`config.mk`:
```
export PLATFORM = sky130hd
export DESIGN_NAME = mcs_sequencer
export DESIGN_NICKNAME = d
export VERILOG_FILES = /design/src/rtl/mcs_pkg.sv /design/src/rtl/mcs_sequencer.sv
export SDC_FILE = /design/constraint.sdc
export NUM_CORES = 1
export LEC_CHECK = 0
export ABC_AREA = 1
export BUFFER_PORTS_ARGS = -buffer_cell sky130_fd_sc_hd__buf_4
export CAP_MARGIN = 25
export CELL_PAD_IN_SITES_DETAIL_PLACEMENT = 0
export CELL_PAD_IN_SITES_GLOBAL_PLACEMENT = 2
export CORE_AREA = 4 4 78 80
export CTS_CLUSTER_DIAMETER = 30
export DETAILED_ROUTE_END_ITERATION = 8
export DIE_AREA = 0 0 82 84
export GPL_TIMING_DRIVEN = 0
export PLACE_DENSITY = 0.77
export SLEW_MARGIN = 25
export SYNTH_ARGS = -nofsm -noshare
export SYNTH_HDL_FRONTEND = slang
export SYNTH_SLANG_ARGS = --single-unit
```
`constraint.sdc`:
```
create_clock -name CLK_I -period 2.1 [get_ports CLK_I]
set_input_delay 0.42 -clock CLK_I [delete_from_list [all_inputs] [get_ports CLK_I]]
set_output_delay 0.42 -clock CLK_I [all_outputs]
set_load 0.005 [all_outputs]
```
`src/rtl/mcs_pkg.sv`:
```
// package for the microstep current sequencer: modes, magnitudes, index widths
// assumes magnitudes are per-mille of full winding current
package mcs_pkg;

  typedef enum logic [1:0] {
    MCS_HALF_UNCOMP,
    MCS_HALF_COMP,
    MCS_QUARTER
  } mcs_mode_e;

  // raw mode pin codes
  localparam logic [1:0] MCS_CODE_HALF_UNCOMP = 2'h0;
  localparam logic [1:0] MCS_CODE_HALF_COMP   = 2'h1;
  localparam logic [1:0] MCS_CODE_QUARTER     = 2'h2;

  localparam int unsigned MCS_MAG_W = 10;
  localparam int unsigned MCS_POS_W = 4;
  localparam int unsigned MCS_IDX_W = 3;

  // magnitude in per-mille of full current
  localparam logic [MCS_MAG_W-1:0] MCS_MAG_0    = 10'h000;
  localparam logic [MCS_MAG_W-1:0] MCS_MAG_38_3 = 10'h17f;
  localparam logic [MCS_MAG_W-1:0] MCS_MAG_70_7 = 10'h2c3;
  localparam logic [MCS_MAG_W-1:0] MCS_MAG_92_4 = 10'h39c;
  localparam logic [MCS_MAG_W-1:0] MCS_MAG_100  = 10'h3e8;

  // magnitude index, 0 = 0 deg .. 4 = 90 deg of sine
  localparam logic [MCS_IDX_W-1:0] MCS_IDX_0    = 3'h0;
  localparam logic [MCS_IDX_W-1:0] MCS_IDX_38_3 = 3'h1;
  localparam logic [MCS_IDX_W-1:0] MCS_IDX_70_7 = 3'h2;
  localparam logic [MCS_IDX_W-1:0] MCS_IDX_92_4 = 3'h3;
  localparam logic [MCS_IDX_W-1:0] MCS_IDX_100  = 3'h4;
  localparam logic [MCS_IDX_W-1:0] MCS_IDX_HALF_TURN = 3'h4;

  // quarter-step position steps and landmarks
  localparam logic [MCS_POS_W-1:0] MCS_POS_RESET = 4'h0;
  localparam logic [MCS_POS_W-1:0] MCS_DELTA_Q   = 4'h1;
  localparam logic [MCS_POS_W-1:0] MCS_DELTA_H   = 4'h2;
  localparam logic [MCS_POS_W-1:0] MCS_POS_7     = 4'h7;
  localparam logic [MCS_POS_W-1:0] MCS_POS_8     = 4'h8;
  localparam logic [MCS_POS_W-1:0] MCS_POS_QTR   = 4'h4;

endpackage : mcs_pkg

```
`src/rtl/mcs_sequencer.sv`:
```
// microstep current sequencer: step/direction in, signed phase current references out
// assumes STEP_I, DIR_I, MODE_I are asynchronous pins; regulators sample the outputs
//
// Function
// - at full-step positions only one phase carries current, at 100%, the other is zero.
// - in compensated half step both phases carry 70.7% at odd half-step positions.
// - half-step resolution indexes the cycle as positions 0 to 7, full and half alternating.
// - uncompensated half step switches phases fully on, so both carry full current at odd half-step positions.
// - quarter step splits each full step into four 22.5 degree positions, sixteen per cycle.
// - at quarter position 7 phase A carries 38.3% and phase B 92.4%.
// - at quarter positions 2, 6, 10 and 14 both phases carry 70.7%.
// - phase A has equal magnitude at 1 and 7, and the same reversed at 9 and 15.
// - phase B carries 38.3% at 3, 5, 11, 13, positive at 3 and 13, negative at 5 and 11.
// - the quarter table holds five magnitudes incl. 0% and 100%, signs given per phase.
// - table values keep the resultant current vector at full magnitude.
// - reversing direction walks the position sequence backwards, table untouched.
`timescale 1ns/1ps
`default_nettype none

module mcs_sequencer
  import mcs_pkg::*;
(
  // clock and reset
  input  wire logic                           CLK_I,
  input  wire logic                           RESETN_I,
  // step, direction and mode pins
  input  wire logic                           STEP_I,
  input  wire logic                           DIR_I,
  input  wire logic [1:0]                     MODE_I,
  // current references
  output logic      [mcs_pkg::MCS_MAG_W-1:0]  PHASE_A_MAG_O,
  output logic                                PHASE_A_NEG_O,
  output logic      [mcs_pkg::MCS_MAG_W-1:0]  PHASE_B_MAG_O,
  output logic                                PHASE_B_NEG_O,
  // position in selected resolution
  output logic      [mcs_pkg::MCS_POS_W-1:0]  POS_O
);

  import mcs_pkg::*;

  logic [2:0]           step_sync_r;
  logic [2:0]           dir_sync_r;
  logic [2:0]           mode0_sync_r;
  logic [2:0]           mode1_sync_r;
  logic                 step_lvl_r;
  logic                 dir_lvl_r;
  logic [1:0]           mode_raw_r;
  mcs_mode_e            mode_r;
  mcs_mode_e            mode_nxt;
  logic                 step_evt;
  logic [MCS_POS_W-1:0] pos_r;
  logic [MCS_POS_W-1:0] pos_nxt;
  logic [MCS_POS_W-1:0] delta;
  logic [MCS_IDX_W-1:0] idx_a;
  logic [MCS_IDX_W-1:0] idx_b;
  logic [MCS_MAG_W-1:0] mag_a;
  logic [MCS_MAG_W-1:0] mag_b;

  // sine index of a quarter position: folded into 0..4
  function automatic logic [MCS_IDX_W-1:0] sin_idx(input logic [MCS_POS_W-1:0] p);
    logic [MCS_IDX_W-1:0] m;
    m = p[2:0];
    sin_idx = (m <= MCS_IDX_HALF_TURN) ? m : MCS_IDX_W'(MCS_POS_8 - {1'b0, m});
  endfunction : sin_idx

  // five-entry magnitude table
  function automatic logic [MCS_MAG_W-1:0] mag_of(input logic [MCS_IDX_W-1:0] i);
    case (i)
      MCS_IDX_0:    mag_of = MCS_MAG_0;
      MCS_IDX_38_3: mag_of = MCS_MAG_38_3;
      MCS_IDX_70_7: mag_of = MCS_MAG_70_7;
      MCS_IDX_92_4: mag_of = MCS_MAG_92_4;
      default:      mag_of = MCS_MAG_100;
    endcase
  endfunction : mag_of

  // pin synchronisers, three stages each
  always_ff @(posedge CLK_I)
  begin
    if (!RESETN_I)
    begin
      step_sync_r  <= 3'h0;
      dir_sync_r   <= 3'h0;
      mode0_sync_r <= 3'h0;
      mode1_sync_r <= 3'h0;
    end
    else
    begin
      step_sync_r  <= {step_sync_r[1:0], STEP_I};
      dir_sync_r   <= {dir_sync_r[1:0], DIR_I};
      mode0_sync_r <= {mode0_sync_r[1:0], MODE_I[0]};
      mode1_sync_r <= {mode1_sync_r[1:0], MODE_I[1]};
    end
  end

  // accepted levels: a change counts once stages two and three agree
  always_ff @(posedge CLK_I)
  begin
    if (!RESETN_I)
    begin
      step_lvl_r <= 1'b0;
      dir_lvl_r  <= 1'b0;
      mode_raw_r <= MCS_CODE_HALF_UNCOMP;
    end
    else
    begin
      if (step_sync_r[1] == step_sync_r[2])
        step_lvl_r <= step_sync_r[2];
      if (dir_sync_r[1] == dir_sync_r[2])
        dir_lvl_r <= dir_sync_r[2];
      if (mode0_sync_r[1] == mode0_sync_r[2])
        mode_raw_r[0] <= mode0_sync_r[2];
      if (mode1_sync_r[1] == mode1_sync_r[2])
        mode_raw_r[1] <= mode1_sync_r[2];
    end
  end

  assign step_evt = (step_sync_r[1] == step_sync_r[2]) && step_sync_r[2] && !step_lvl_r;

  // mode decode; an unused code keeps the current mode
  always_comb
  begin
    if (mode_raw_r == MCS_CODE_HALF_UNCOMP)
      mode_nxt = MCS_HALF_UNCOMP;
    else if (mode_raw_r == MCS_CODE_HALF_COMP)
      mode_nxt = MCS_HALF_COMP;
    else if (mode_raw_r == MCS_CODE_QUARTER)
      mode_nxt = MCS_QUARTER;
    else
      mode_nxt = mode_r;
  end

  always_ff @(posedge CLK_I)
  begin
    if (!RESETN_I)
      mode_r <= MCS_HALF_UNCOMP;
    else
      mode_r <= mode_nxt;
  end

  // position kept in sixteenths of a cycle; half modes move two at a time
  assign delta = (mode_r == MCS_QUARTER) ? MCS_DELTA_Q : MCS_DELTA_H;

  always_comb
  begin
    pos_nxt = pos_r;
    if (step_evt)
    begin
      if (dir_lvl_r)
        pos_nxt = pos_r - delta;
      else
        pos_nxt = pos_r + delta;
    end
    if (mode_nxt != MCS_QUARTER)
      pos_nxt[0] = 1'b0;
  end

  always_ff @(posedge CLK_I)
  begin
    if (!RESETN_I)
      pos_r <= MCS_POS_RESET;
    else
      pos_r <= pos_nxt;
  end

  // phase A follows sine, phase B cosine
  assign idx_a = sin_idx(pos_r);
  assign idx_b = MCS_IDX_W'(MCS_IDX_HALF_TURN - idx_a);

  always_comb
  begin
    mag_a = mag_of(idx_a);
    mag_b = mag_of(idx_b);
    if (mode_r == MCS_HALF_UNCOMP)
    begin
      // unregulated: any energised phase is fully on
      if (idx_a != MCS_IDX_0)
        mag_a = MCS_MAG_100;
      if (idx_b != MCS_IDX_0)
        mag_b = MCS_MAG_100;
    end
  end

  // registered outputs
  always_ff @(posedge CLK_I)
  begin
    if (!RESETN_I)
    begin
      PHASE_A_MAG_O <= MCS_MAG_0;
      PHASE_A_NEG_O <= 1'b0;
      PHASE_B_MAG_O <= MCS_MAG_100;
      PHASE_B_NEG_O <= 1'b0;
      POS_O         <= MCS_POS_RESET;
    end
    else
    begin
      PHASE_A_MAG_O <= mag_a;
      PHASE_A_NEG_O <= pos_r[3] && (idx_a != MCS_IDX_0);
      PHASE_B_MAG_O <= mag_b;
      PHASE_B_NEG_O <= (pos_r > (MCS_POS_8 - MCS_POS_QTR))
                       && (pos_r < (MCS_POS_8 + MCS_POS_QTR));
      POS_O         <= (mode_r == MCS_QUARTER) ? pos_r : {1'b0, pos_r[3:1]};
    end
  end
endmodule : mcs_sequencer

`default_nettype wire

```
==> run metrics <==
Final Hold Viols=0; WP data arrival=1990 ps; Max clock buf depth=2; Mapped Cells=198; CTS HTree Levels=2; CTS clk-pin slew, worst paths=70 ps; IO Count=32; Critical Path Start Type=register; Setup CP Type=register to register; Setup Skew=5.35 ps; Die Wd=82 um; unrepaired setup endpoints after global routing=no; Ys Warns=0; final cycle utilization of the critical path=87.0%; Fillers=574; Design Area, Final=2030 um^2; port bufs=31; syn_area_per_cell=8.23 um^2; CP Capture Type=register; Pins Over Slew Limit=0; Area Growth Syn to Fin=24.8%; detailed placer's ending HPWL=2210 um; drt wl/cell=9.55 um; Final WS setup=272 ps; Synth Register Bits=40; Overflow after GRT=0; starting DRC count in detailed routing=38; diode count=0; Routed Antenna Nets=0; DR vias/cell=3.92; Total GRT Usage=9.30%; pre-CTS WS=160 ps; setup TNS=0 ps; EDFF count, synth=0; final wirelength=2940 um; # nets final=251; Mapped Area=1630 um^2; main flop type after synthesis=dfxtp_1; CTS tree=yes; die height=84 um; most frequent cells in the layout=buf_4 (40), dfxtp_1 (39), nand2_1 (36); Root Driver=clkbuf_8; largest net degree at the start of global routing=12; Static Leakage=1.03 nW; Maximum Capacitance Violations=0; final setup vio count=0; max_slew headroom=74.8%; Initial Utilization=30.2%; CP required=2260 ps; first-pass GRT wire length=4930 um; Worst VDD drop=0.348 mV; hold_buf cts=0; sequential share of the synthesized area=49.1%; layout cell share with drive strength beyond 1=25.4%; die area=6890 um^2; clock latency on the worst-skew pair=280 ps; dpl cell area=1950 um^2; power per cell area=634 nW/um^2; initial antenna violation count=0; DRC=0; most common cell after layout, fill and taps aside=buf_4; outcome=completed; dpl cells=301; vias post-DR=1207; Core ar.=5410 um^2; Fmax=547 MHz; GPL Wtd Cong=0.715; vias in the first global route=1103; clk sinks=40; Mapped Nets=213; Finished Layout Cells=308; Worst Hold Class=input port to register; WHS=317 ps; TritonRoute pass-1 iters=4; cts bufs inserted=5; worst slew pin tran=378 ps; synth unique cells=26; post-synthesis async set-or-reset flop share=0%; Final min period=1830 ps; Critical Path Fanout Max=5; row cnt=27
-- kinds of logic after synthesis --
logic type,count (synthesis),share of synthesized area [%]
AOI/OAI and AO/OA,25,8.60
xor gates and xnor gates,3,1.61
adders and majority gates,10,7.98
buffers and inverters,47,12.9
DFF,40,49.1
and+or+nand+nor,73,19.8
-- repair_timing --
action,in CTS,in global routing
resized for setup,0,3
setup endpoints to repair,0,4
setup buffers,0,0
-- critical path, stage by stage (launching register included) --
cell	delay [ps]
dfxtp_1	370
inv_2	120
ha_1	230
nand2_2	120
ha_1	320
nand2_1	50
inv_1	110
nand3_1	90
nand2_1	80
inv_1	40
nand2_1	90
nand4_1	80
-- final cells by class --
| type | instances | area [um^2] | area share, % |
|---|---|---|---|
| well taps | 72 | 90.1 | 4.43 |
| clock buffers | 6 | 72.6 | 3.57 |
| plain buffers | 10 | 71.3 | 3.51 |
| flip-flops and latches | 40 | 802 | 39.4 |
| multi-input cells | 111 | 622 | 30.6 |
| inverters | 37 | 139 | 6.83 |
| clock inverters | 1 | 5.00 | 0.246 |
| repair buffers | 31 | 233 | 11.4 |
-- per-layer routing --
layer  wire [um]  share of wire (%)  vias to the layer above  GRT usage [%]
met2        1370                 46                       26           14.5
met3         201                6.8                        2           3.89
met4          19               0.65                        0           3.17
li1            -                  -                      674              -
met5           0                  0                        -              0
met1        1350                 46                      505           11.4
-- registers in the layout, summed over array words and instances, names as in the netlist --
signal / cells
PHASE_A_MAG_O: 6
PHASE_B_MAG_O: 6
POS_O: 4
pos_r: 4
dir_sync_r: 3
mode0_sync_r: 3
mode1_sync_r: 3
step_sync_r: 3
mode_r: 2
mode_raw_r: 2
PHASE_A_NEG_O: 1
PHASE_B_NEG_O: 1
dir_lvl_r: 1
step_lvl_r: 1
-- synth_stat cells (all sizes together) (2+ instances only) --
master	instances	area share (%)
nand3	6	1.8
nor2	21	5.4
a21oi	11	3.6
dfxtp	40	49
inv	37	8.5
nand2	41	11
a31oi	2	1.2
o21ai	11	3.4
xnor2	2	1.1
ha	8	6.1
buf	9	4.1
nor3	3	0.92
-- where the power goes --
part | internal, W | total (W) | switching (W)
registers | 0.000770 | 0.000775 | 0.00000482
logic | 0.0000192 | 0.0000429 | 0.0000236
clock network | 0.000226 | 0.000472 | 0.000246
-- worst paths after layout --
| check | endpoint | slack [ps] | start | cells after the start |
|---|---|---|---|---|
| hold / removal | step_sync_r[0] | 320 | STEP_I | 3 |
| hold reg to reg | mode0_sync_r[1] | 410 | mode0_sync_r[0] | 2 |
| setup / recovery | PHASE_B_MAG_O[6] | 270 | pos_r[0] | 11 |
| setup reg to reg | PHASE_B_MAG_O[6] | 270 | pos_r[0] | 11 |
-- stage by stage --
stage	power (W)	util [%]
floorplan	0.000817	-
global placement	0.000837	36.1
detailed placement	0.000837	36.1
CTS	0.00132	37.6
global route	0.00136	37.6
finish	0.00129	37.6
Power figures use the tool's default switching activity.
